[config.mk]
export PLATFORM = sky130hd
export DESIGN_NAME = tacw_ctrl
export DESIGN_NICKNAME = d
export VERILOG_FILES = /design/src/tacw_pkg.sv /design/src/tacw_sync.sv /design/src/tacw_ctrl.sv
export SDC_FILE = /design/constraint.sdc
export NUM_CORES = 1
export LEC_CHECK = 0
export ABC_AREA = 1
export BUFFER_PORTS_ARGS = -buffer_cell sky130_fd_sc_hd__buf_2
export CAP_MARGIN = 30
export CORE_MARGIN = 3
export CORE_UTILIZATION = 30
export DETAILED_ROUTE_END_ITERATION = 7
export GPL_ROUTABILITY_DRIVEN = 0
export SETUP_SLACK_MARGIN = 0.05
export SYNTH_ARGS = -nofsm -noshare
export SYNTH_HDL_FRONTEND = slang
export SYNTH_HIERARCHICAL = 1
export SYNTH_SLANG_ARGS = --single-unit
[constraint.sdc]
create_clock -name clk_sys_i -period 2.2 [get_ports clk_sys_i]
set_clock_uncertainty 0.15 [all_clocks]
set_input_delay 0.66 -clock clk_sys_i [delete_from_list [all_inputs] [get_ports clk_sys_i]]
set_output_delay 0.66 -clock clk_sys_i [all_outputs]
set_load 0.01 [all_outputs]
[src/tacw_pkg.sv]
// Purpose: Shared constants for the touch converter control word decoder.
// Assumes: Control word arrives MSB first, start bit included, 8 bits.
// Notes:   All field positions and counts, and the power field and pin reset values, live here.
// Notes on behaviour
// First high input bit starts word, bit 7
// Host spaces words 15 or 11 clocks
// Bits 6..4 select channel and switches
// Bit 3 picks 12-bit (0) or 8-bit
// Bit 2 selects reference configuration
// Bits 1..0 decode power and pen mode
// Power field resets to upper 1, lower 0
// Reference power independent of converter power
// Field 00: reference off, pen enabled
// Lower bit 0: converter off after conversion
// Converter powers up instantly, no delay
// Field 00: Y minus switch closed powered down
// Fields 0x: no reference for differential
// Field 01: reference off, converter always on
// Field 10: reference on, converter sleeps
// Field 11: all on, pen interrupt disabled
// Converter wakes on fourth falling clock edge
// Converter sleeps at twentieth falling edge; code sleeps at the sixteenth in 8-bit mode
// Input ignored until a start bit
// Reference bit 1 single-ended, 0 ratiometric
// Power bits apply only when word completes
// Start bit disables the pen interrupt
// Shift MSB first, eighth bit ends word
package tacw_pkg;

    // Control word layout
    localparam int unsigned WORD_W     = 8;
    localparam int unsigned START_POS  = 7;
    localparam int unsigned CH_MSB     = 6;
    localparam int unsigned CH_LSB     = 4;
    localparam int unsigned RES_POS    = 3;
    localparam int unsigned REF_POS    = 2;
    localparam int unsigned PWR_MSB    = 1;
    localparam int unsigned PWR_LSB    = 0;

    // Word shadow value right after a start bit
    localparam logic [7:0] WORD_START  = 8'h80;

    // Power field encodings and reset value
    localparam logic [1:0] PWR_RESET   = 2'h2;
    localparam logic [1:0] PWR_FULL    = 2'h3;
    localparam logic [1:0] PWR_DEEP    = 2'h0;

    // Falling serial clock edge counts after the start bit
    localparam int unsigned CNT_W      = 5;
    localparam logic [4:0] FALL_ADC_UP = 5'h04;
    localparam logic [4:0] FALL_DONE   = 5'h08;
    // Conversion length in falling edges after the word completes
    localparam logic [4:0] CONV_12B    = 5'h0c;
    localparam logic [4:0] CONV_8B     = 5'h08;

    // Synchroniser lanes
    localparam int unsigned SYNC_W     = 4;
    // Pin levels held in reset: {touch, cs_n, din, sclk}; deselected
    localparam logic [SYNC_W-1:0] SYNC_IDLE = 4'h4;

    // Word reception states
    typedef enum logic [0:0] {
        TACW_WAIT_START,
        TACW_SHIFT_WORD
    } tacw_state_t;

endpackage : tacw_pkg

[src/tacw_sync.sv]
// Purpose: Two flip-flop synchroniser for pins from outside clk_sys_i.
// Assumes: Each lane is an independent level; no bus coherency needed.
// Notes:   First stage feeds only the second stage.
`timescale 1ns/1ns
module tacw_sync #(
    parameter int unsigned W = 1               // Lane count
) (
    input  wire logic         clk_sys_i,       // System clock
    input  wire logic         resetn_i,        // Sync reset, active low
    input  wire logic [W-1:0] async_i,         // Raw pin levels
    input  wire logic [W-1:0] reset_val_i,     // Idle levels during reset
    output logic      [W-1:0] sync_o           // Synchronised levels
);

    logic [W-1:0] meta_reg;                    // First stage
    logic [W-1:0] stab_reg;                    // Second stage

    // Plain two-stage chain; reset loads the pins' idle levels
    always_ff @(posedge clk_sys_i) begin
        if (!resetn_i) begin
            meta_reg <= reset_val_i;
            stab_reg <= reset_val_i;
        end else begin
            meta_reg <= async_i;
            stab_reg <= meta_reg;
        end
    end

    assign sync_o = stab_reg;

endmodule // tacw_sync

[src/tacw_ctrl.sv]
// Purpose: Control word decoder and power management of a touch converter.
// Assumes: Serial clock is slow (400 ns) against clk_sys_i (50 ns).
// Notes:   Serial pins pass tacw_sync; edges found on the system clock.
`timescale 1ns/1ns
module tacw_ctrl
    import tacw_pkg::*;
(
    input  wire logic       clk_sys_i,         // System clock, 20 MHz
    input  wire logic       resetn_i,          // Sync reset, active low
    input  wire logic       serial_clock_i,    // Serial clock pin
    input  wire logic       serial_din_i,      // Serial data input pin
    input  wire logic       cs_n_i,            // Chip select, active low
    input  wire logic       pen_touch_i,       // Touch detected, high
    output logic [2:0]      channel_select_o,  // Channel selector bits
    output logic            res_8bit_o,        // 1 = 8-bit conversion
    output logic            reference_select_o,// 1 single, 0 ratiometric
    output logic [1:0]      power_field_o,     // Committed power field
    output logic            ref_power_o,       // Internal reference on
    output logic            adc_power_o,       // Converter powered
    output logic            conv_active_o,     // Conversion in progress
    output logic            yminus_switch_o,   // Y minus switch closed
    output logic            touch_irq_n_o,     // Open-drain data, low
    output logic            touch_irq_n_oe_o   // Pulls touch_irq_n low
);
    import tacw_pkg::*;

    // Synchronised pins
    logic [SYNC_W-1:0] sync_raw;
    logic              sclk_s;                 // Serial clock level
    logic              din_s;                  // Serial data level
    logic              cs_n_s;                 // Chip select level
    logic              touch_s;                // Touch detect level

    // Reset holds idle levels so no false select or edge follows reset
    tacw_sync #(
        .W (SYNC_W)
    ) u_sync (
        .clk_sys_i   (clk_sys_i),
        .resetn_i    (resetn_i),
        .async_i     ({pen_touch_i, cs_n_i, serial_din_i, serial_clock_i}),
        .reset_val_i (SYNC_IDLE),
        .sync_o      (sync_raw)
    );

    assign sclk_s  = sync_raw[0];
    assign din_s   = sync_raw[1];
    assign cs_n_s  = sync_raw[2];
    assign touch_s = sync_raw[3];

    // State registers and their next values
    tacw_state_t      state_reg,  state_next;  // Word reception state
    logic             sclk_d_reg, sclk_d_next; // Last serial clock level
    logic             cs_d_reg,   cs_d_next;   // Last chip select level
    logic [7:0]       word_reg,   word_next;   // Word shadow
    logic [CNT_W-1:0] fall_reg,   fall_next;   // Falls since start
    logic [CNT_W-1:0] conv_reg,   conv_next;   // Falls in conversion
    logic             convon_reg, convon_next; // Conversion running
    logic             res8c_reg,  res8c_next;  // Resolution of conversion
    logic [1:0]       pwr_reg,    pwr_next;    // Committed power field
    logic             adcup_reg,  adcup_next;  // Converter awake
    logic             pen_en_reg, pen_en_next; // Pen interrupt armed
    logic             pull_reg,   pull_next;   // Open-drain pull active
    logic             ref_reg,    ref_next;    // Reference power
    logic             adc_reg,    adc_next;    // Converter power output
    logic             ymin_reg,   ymin_next;   // Y minus switch

    // Edge and event strobes, and the slot of the incoming bit
    logic             sclk_rise;               // Serial clock rising
    logic             sclk_fall;               // Serial clock falling
    logic             cs_rise;                 // Chip select released
    logic             start_hit;               // Start bit recognised
    logic             word_done;               // Eighth bit complete
    logic             conv_end;                // Conversion finished
    logic [2:0]       bit_pos;                 // Slot of incoming bit

    assign sclk_rise = sclk_s & ~sclk_d_reg;
    assign sclk_fall = ~sclk_s & sclk_d_reg;
    assign cs_rise   = cs_n_s & ~cs_d_reg;

    // Next-state logic for reception, conversion and the power field
    always_comb begin
        state_next  = state_reg;
        sclk_d_next = sclk_s;
        cs_d_next   = cs_n_s;
        word_next   = word_reg;
        fall_next   = fall_reg;
        conv_next   = conv_reg;
        convon_next = convon_reg;
        res8c_next  = res8c_reg;
        pwr_next    = pwr_reg;
        adcup_next  = adcup_reg;
        pen_en_next = pen_en_reg;
        start_hit   = 1'b0;
        word_done   = 1'b0;
        conv_end    = 1'b0;
        bit_pos     = 3'(START_POS - int'(fall_reg));

        if (cs_n_s) begin
            // Deselected: word abandoned, converter may sleep early
            state_next = TACW_WAIT_START;
            if (convon_reg) begin
                convon_next = 1'b0;
                pen_en_next = (pwr_reg != PWR_FULL);
            end
            if (!pwr_reg[PWR_LSB]) begin
                adcup_next = 1'b0;
            end
        end else begin
            // Running conversion counts its own falling edges
            if (convon_reg && sclk_fall) begin
                conv_next = CNT_W'(conv_reg + 1'b1);
                if (conv_next == (res8c_reg ? CONV_8B : CONV_12B)) begin
                    conv_end    = 1'b1;
                    convon_next = 1'b0;
                    // Sleep unless a new word already woke us
                    if (!pwr_reg[PWR_LSB] &&
                        state_reg == TACW_WAIT_START) begin
                        adcup_next = 1'b0;
                    end
                    // Rearm only when no new word is arriving
                    if (state_reg == TACW_WAIT_START) begin
                        pen_en_next = (pwr_reg != PWR_FULL);
                    end
                end
            end

            case (state_reg)
                TACW_WAIT_START: begin
                    // Zeros are ignored; first high bit opens a word
                    if (sclk_rise && din_s) begin
                        start_hit   = 1'b1;
                        state_next  = TACW_SHIFT_WORD;
                        word_next   = WORD_START;
                        fall_next   = '0;
                        pen_en_next = 1'b0;
                    end
                end
                TACW_SHIFT_WORD: begin
                    // Fields follow the shadow as each bit lands
                    if (sclk_rise && fall_reg < FALL_DONE) begin
                        word_next[bit_pos] = din_s;
                    end
                    if (sclk_fall) begin
                        fall_next = CNT_W'(fall_reg + 1'b1);
                        if (fall_next == FALL_ADC_UP) begin
                            adcup_next = 1'b1;
                        end
                        if (fall_next == FALL_DONE) begin
                            word_done   = 1'b1;
                            state_next  = TACW_WAIT_START;
                            pwr_next    = word_reg[PWR_MSB:PWR_LSB];
                            res8c_next  = word_reg[RES_POS];
                            convon_next = 1'b1;
                            conv_next   = '0;
                        end
                    end
                end
                default: begin
                    state_next = TACW_WAIT_START;
                end
            endcase
        end
    end

    // Pin and power outputs follow the committed field
    always_comb begin
        pull_next = pen_en_next & touch_s;
        // Reference tracks only the upper bit, whatever the reference select bit
        ref_next  = pwr_next[PWR_MSB];
        // Lower bit keeps converter on for good
        adc_next  = adcup_next | pwr_next[PWR_LSB];
        // Deepest mode closes Y minus while asleep
        ymin_next = (pwr_next == PWR_DEEP) && !adc_next;
    end

    // Registers only; reset values are constants
    always_ff @(posedge clk_sys_i) begin
        if (!resetn_i) begin
            state_reg  <= TACW_WAIT_START;
            sclk_d_reg <= 1'b0;
            cs_d_reg   <= 1'b1;
            word_reg   <= '0;
            fall_reg   <= '0;
            conv_reg   <= '0;
            convon_reg <= 1'b0;
            res8c_reg  <= 1'b0;
            pwr_reg    <= PWR_RESET;
            adcup_reg  <= 1'b0;
            pen_en_reg <= 1'b1;
            pull_reg   <= 1'b0;
            ref_reg    <= PWR_RESET[PWR_MSB];
            adc_reg    <= PWR_RESET[PWR_LSB];
            ymin_reg   <= 1'b0;
        end else begin
            state_reg  <= state_next;
            sclk_d_reg <= sclk_d_next;
            cs_d_reg   <= cs_d_next;
            word_reg   <= word_next;
            fall_reg   <= fall_next;
            conv_reg   <= conv_next;
            convon_reg <= convon_next;
            res8c_reg  <= res8c_next;
            pwr_reg    <= pwr_next;
            adcup_reg  <= adcup_next;
            pen_en_reg <= pen_en_next;
            pull_reg   <= pull_next;
            ref_reg    <= ref_next;
            adc_reg    <= adc_next;
            ymin_reg   <= ymin_next;
        end
    end

    // Channel, resolution and reference fields update as bits arrive so switches can settle early; power field only at word end
    assign channel_select_o   = word_reg[CH_MSB:CH_LSB];
    assign res_8bit_o         = word_reg[RES_POS];
    assign reference_select_o = word_reg[REF_POS];
    assign power_field_o      = pwr_reg;
    assign ref_power_o        = ref_reg;
    assign adc_power_o        = adc_reg;
    assign conv_active_o      = convon_reg;
    assign yminus_switch_o    = ymin_reg;
    // Open-drain: only ever drives low
    assign touch_irq_n_o      = 1'b0;
    assign touch_irq_n_oe_o   = pull_reg;
endmodule // tacw_ctrl

==> metrics, run 1 <==
Syn Std Cell Area=1880 um^2; register area=721 um^2; CTS Hold Buffers Added=0; clock tree buffer depth=2; unrepaired setup endpoints after global routing=no; Root Driver=clkbuf_8; final hold viol count=0; 1st-pass router iterations=4; total power=1.29 mW; IO Count=19; CTS Sinks=36; class of the worst hold path=reg -> reg; Multi-input gate area=973 um^2; CP arrival=1.90 ns; postcts setup bufs=0; sequential area share after synthesis=0.384; FF-to-FF End=adc_power_o; DRT iter0 DRCs=86; final setup fails=0; pre-CTS setup slack=0.325 ns; Clock power frac=0.370; Reg2Reg Launch Point=conv_reg[1]; gr usage total=0.111; Register-to-Register Path Depth=14; leakage=0.903 nW; max reg flops=7; Layout area overhead=12.4%; combinational fraction of design power=0.090; top sig layer=met4; Worst Min Path Start=u_sync/sync_o[3]; Hold Path Sink=touch_irq_n_oe_o; H-tree Lvls=2; synthesized flop and latch total=36; first-pass GRT wire length=6.50 mm; status=finished clean; final setup TNS=0 ns; setup ws final=0.331 ns; CP Capture Type=flip-flop; Max VDD drop=268 uV; vias in the first global route=1452; Vias=1544; DR WL met3=135 um; I/O Buffers=17; fmax=535 MHz; n_diodes=0; final WL=3.68 mm; largest net degree at the start of global routing=15; Final Core Density=0.352; Worst setup SP type=flip-flop; Power Dens Cells=613 nW/um^2; max-cap check violation count=0; CTS tree=yes; Seq pwr share=0.540; Hold Path Depth=2; row cnt=28; Initial Utilization=0.313; Worst EP required=2.23 ns; Resized Gates After CTS=0; ratio of cells with drive above 1 in the final layout=0.178; Crit Path Max Fanout=5; syn avg cell area=7.54 um^2; Core Area=5990 um^2; max-slew violations=0; via density per instance=4.48; internal cell power=0.972 mW; R2R Setup Slk=0.33 ns; wire per inst=10.7 um; switch share=0.248; Cells after Synth=249; Die W=85.1 um; antenna-violating nets left=0; clock-pin slew on the worst setup and hold paths=0.07 ns; Netlist cell types=34; total grt overflow=0; DRC=0; fillers=633; dpl hpwl=2.84 mm; Final Critical Period=1.87 ns; die area=7250 um^2; nets@finish=279; clk_lat worst skew=0.29 ns; cts bufs inserted=5; M1 WL=1.72 mm; met2 routed WL=1.74 mm; Final Cycle Share=0.850; net load switching power=0.321 mW; Die Height=85.1 um; synth warn=6; WS Path Type=reg -> reg; initial antenna violation count=0
cells by family (layout without fill, tap and decap cells):
logic type | count (synthesis) | in the layout | share of synthesized area
AOI/OAI and AO/OA | 40 | 40 | 0.118
and+or+nand+nor | 122 | 122 | 0.321
adders and majority gates | 4 | 4 | 0.0266
other | 2 | 5 | 0.00400
xor gates and xnor gates | 4 | 4 | 0.0426
buffers and inverters | 41 | 59 | 0.104
DFF | 36 | 36 | 0.384
metal layers:
layer,up-vias,GRT usage
met5,-,0
met4,0,0.0604
met3,9,0.0282
met2,20,0.174
met1,676,0.138
li1,839,-
critical path: stages, from the launching register on:
cell and delay, ns:
dfxtp_1 0.41, ha_1 0.27, inv_1 0.06, nand2_1 0.11
nand2_1 0.06, nand2_1 0.07, inv_1 0.04, nor2_1 0.13
nand3_1 0.09, nand2_1 0.06, nand2_1 0.04, nand2_1 0.06
nand2_1 0.08, nand2_1 0.09, nand2_1 0.05
per-stage QoR:
stage          cell area [um^2]  cells  hold slack, ns
3_5_place_dp               2020    337           0.260
3_3_place_gp               2020    337           0.256
5_1_grt                    2110    345           0.283
4_1_cts                    2110    345           0.271
6_report                   2110    345           0.267
2_1_floorplan              1890    252           0.247
worst max-delay path by stage:
stage,end,startpoint,cells past startpoint
after detailed placement,res8c_reg,fall_reg[2],7
final,adc_power_o,conv_reg[1],14
after global routing,adc_power_o,conv_reg[1],14
after floorplan,res8c_reg,fall_reg[1],8
after CTS,res8c_reg,fall_reg[2],7
after global placement,adc_power_o,conv_reg[1],14
synthesized netlist by cell type, drive strengths merged:
cell,n,area (um^2)
dfxtp,36,721
ha,4,50.1
nor2,20,116
o21ai,13,68.8
conb,2,7.51
nor3,8,40.0
a211oi,4,30.0
xnor2,1,27.5
nand2,67,264
xor2,3,52.6
inv,30,118
nor3b,1,7.51
o211ai,3,22.5
a21oi,20,100
nand4,8,50.1
buf,9,70.1
clkbuf,2,7.51
nand3b,2,27.5
nand3,16,97.6
placed cells by master (no fill, tap or decap):
cell type and count:
a211oi_1 4, a21oi_1 20, buf_2 17, buf_4 4, clkbuf_1 2, clkbuf_8 6, conb_1 5, dfxtp_1 36
ha_1 4, inv_1 28, inv_2 1, inv_6 1, nand2_1 62, nand2_2 5, nand3_1 14, nand3_2 1
nand3_4 1, nand3b_1 1, nand3b_4 1, nand4_1 8, nor2_1 13, nor2_2 4, nor2_4 2, nor2_8 1
nor3_1 8, nor3b_1 1, o211ai_1 3, o21ai_0 10, o21ai_1 2, o21ai_2 1, xnor2_4 1, xor2_1 1
xor2_2 1, xor2_4 1
power groups by stage:
stage	clock network, mW	registers (mW)	logic (mW)
floorplan	0	0.704	0.0989
global placement	0	0.713	0.116
detailed placement	0	0.714	0.116
CTS	0.500	0.699	0.116
global route	0.529	0.701	0.133
finish	0.479	0.699	0.116
area by class of cell:
| class | count | area share |
|---|---|---|
| inverter | 30 | 0.0557 |
| clock buffer | 8 | 0.0427 |
| multi-input combinational | 175 | 0.461 |
| sequential | 36 | 0.341 |
| tap | 75 | 0.0445 |
| timing repair buffer | 21 | 0.0545 |
(Power assumes the default switching activity.)
==> inputs of run 2 (changes only) <==
==> constraint.sdc (replaced) <==
create_clock -name clk_sys_i -period 1.65 [get_ports clk_sys_i]
set_clock_uncertainty 0.15 [all_clocks]
set_input_delay 0.495 -clock clk_sys_i [delete_from_list [all_inputs] [get_ports clk_sys_i]]
set_output_delay 0.495 -clock clk_sys_i [all_outputs]
set_load 0.01 [all_outputs]
==> run 2 against run 1 <==
Effect of this change:
- routed wire length up 14%
- maximum frequency up 13%
- non-clock buffer count up 21
- sequential power up 33%
- worst hold slack worse by 0.018 ns
- power up 40%
==> metrics, run 2 (same netlist as run 1, synthesis figures left out) <==
final hold viol count=0; CTS tree=yes; Reg2Reg Launch Point=fall_reg[1]; Power Dens Cells=742 nW/um^2; row cnt=28; Final Cycle Share=0.999; nets@finish=300; final setup fails=0; Worst Min Path Start=serial_clock_i; WS Path Type=reg -> reg; Cell Area, Placed=2190 um^2; Final Critical Period=1.65 ns; DRC=0; total power=1.81 mW; fmax=606 MHz; Final Core Density=0.406; Crit Path Max Fanout=4; clk_lat worst skew=0.29 ns; first-pass GRT wire length=7.13 mm; worst hold slack=0.249 ns; initial antenna violation count=0; vias in the first global route=1635; gr usage total=0.119; Vias=1662; max reg flops=7; Worst EP required=1.69 ns; pre-CTS setup slack=-0.125 ns; unrepaired setup endpoints after global routing=yes; Final Cell Area=2430 um^2; CP arrival=1.69 ns; DRT iter0 DRCs=48; antenna-violating nets left=0; max-cap check violation count=0; clock-pin slew on the worst setup and hold paths=0.08 ns; final cell count without fillers=366; setup ws final=0.00113 ns; n_diodes=0; CTS Hold Buffers Added=0; Die W=85.1 um; CTS Sinks=36; I/O Buffers=17; total grt overflow=0; class of the worst hold path=in -> reg; via density per instance=4.54; Worst setup startpoint=fall_reg[1]; final setup TNS=0 ns; most frequent cells in the layout=nand2_1 (55), dfxtp_1 (28), buf_4 (24); Die Height=85.1 um; die area=7250 um^2; max-slew violations=0; wire per inst=11.5 um; status=finished clean; 1st-pass router iterations=4; Layout area overhead=29.5%; cts bufs inserted=5; dpl hpwl=3.09 mm; commonest non-fill, non-tap cell in the layout=nand2_1; largest net degree at the start of global routing=13; IO Count=19; Root Driver=clkbuf_8; CP Capture Type=flip-flop; ratio of cells with drive above 1 in the final layout=0.357; Max VDD drop=494 uV; Core Area=5990 um^2; H-tree Lvls=2; dpl cells=356; Initial Utilization=0.313; clock tree buffer depth=2; final WL=4.19 mm; Worst setup SP type=flip-flop; leakage=1.02 nW
-- run 2: final cells by class --
type | instances | area [um^2]
fillers | 608 | 3560
multi-input cells | 175 | 1110
flip-flops and latches | 36 | 741
repair buffers | 42 | 277
inverters | 30 | 118
well taps | 75 | 93.8
clock buffers | 7 | 86.3
clock inverters | 1 | 6.26
-- run 2: critical path, cell delays in order, from the launching register on --
cell,delay (ns)
dfxtp_4,0.38
ha_4,0.18
nand3_4,0.10
buf_6,0.14
xor2_2,0.14
nor2_1,0.11
nand4_1,0.12
nand2_2,0.10
nor2_4,0.05
nand2_2,0.06
nor2_2,0.03
-- run 2: repair_timing --
action | 4_1_cts | 5_1_grt
setup endpoints to repair | 16 | 24
buffers inserted | 1 | 2
gates resized for setup | 11 | 27
pin swaps | 7 | 14
-- run 2: per-layer routing --
metal	vias up	part of all wire	GRT usage
met1	748	0.46	0.145
met4	0	0.015	0.0576
met2	29	0.49	0.199
met5	-	0	0
met3	7	0.026	0.0243
li1	878	-	-
-- run 2: report_power, final --
part           switching [mW]  internal (mW)  leakage [nW]  total (mW)
registers              0.0327          0.900         0.298       0.933
logic                   0.123         0.0877         0.673       0.211
clock network           0.321          0.341        0.0488       0.661
-- run 2: worst paths after layout --
| check | end | depth (start not counted) | slack [ns] |
|---|---|---|---|
| max | yminus_switch_o | 10 | 0.001 |
| min | u_sync/meta_reg[0] | 3 | 0.25 |
| max reg2reg | yminus_switch_o | 10 | 0.001 |
| min reg2reg | u_sync/sync_o[0] | 2 | 0.27 |
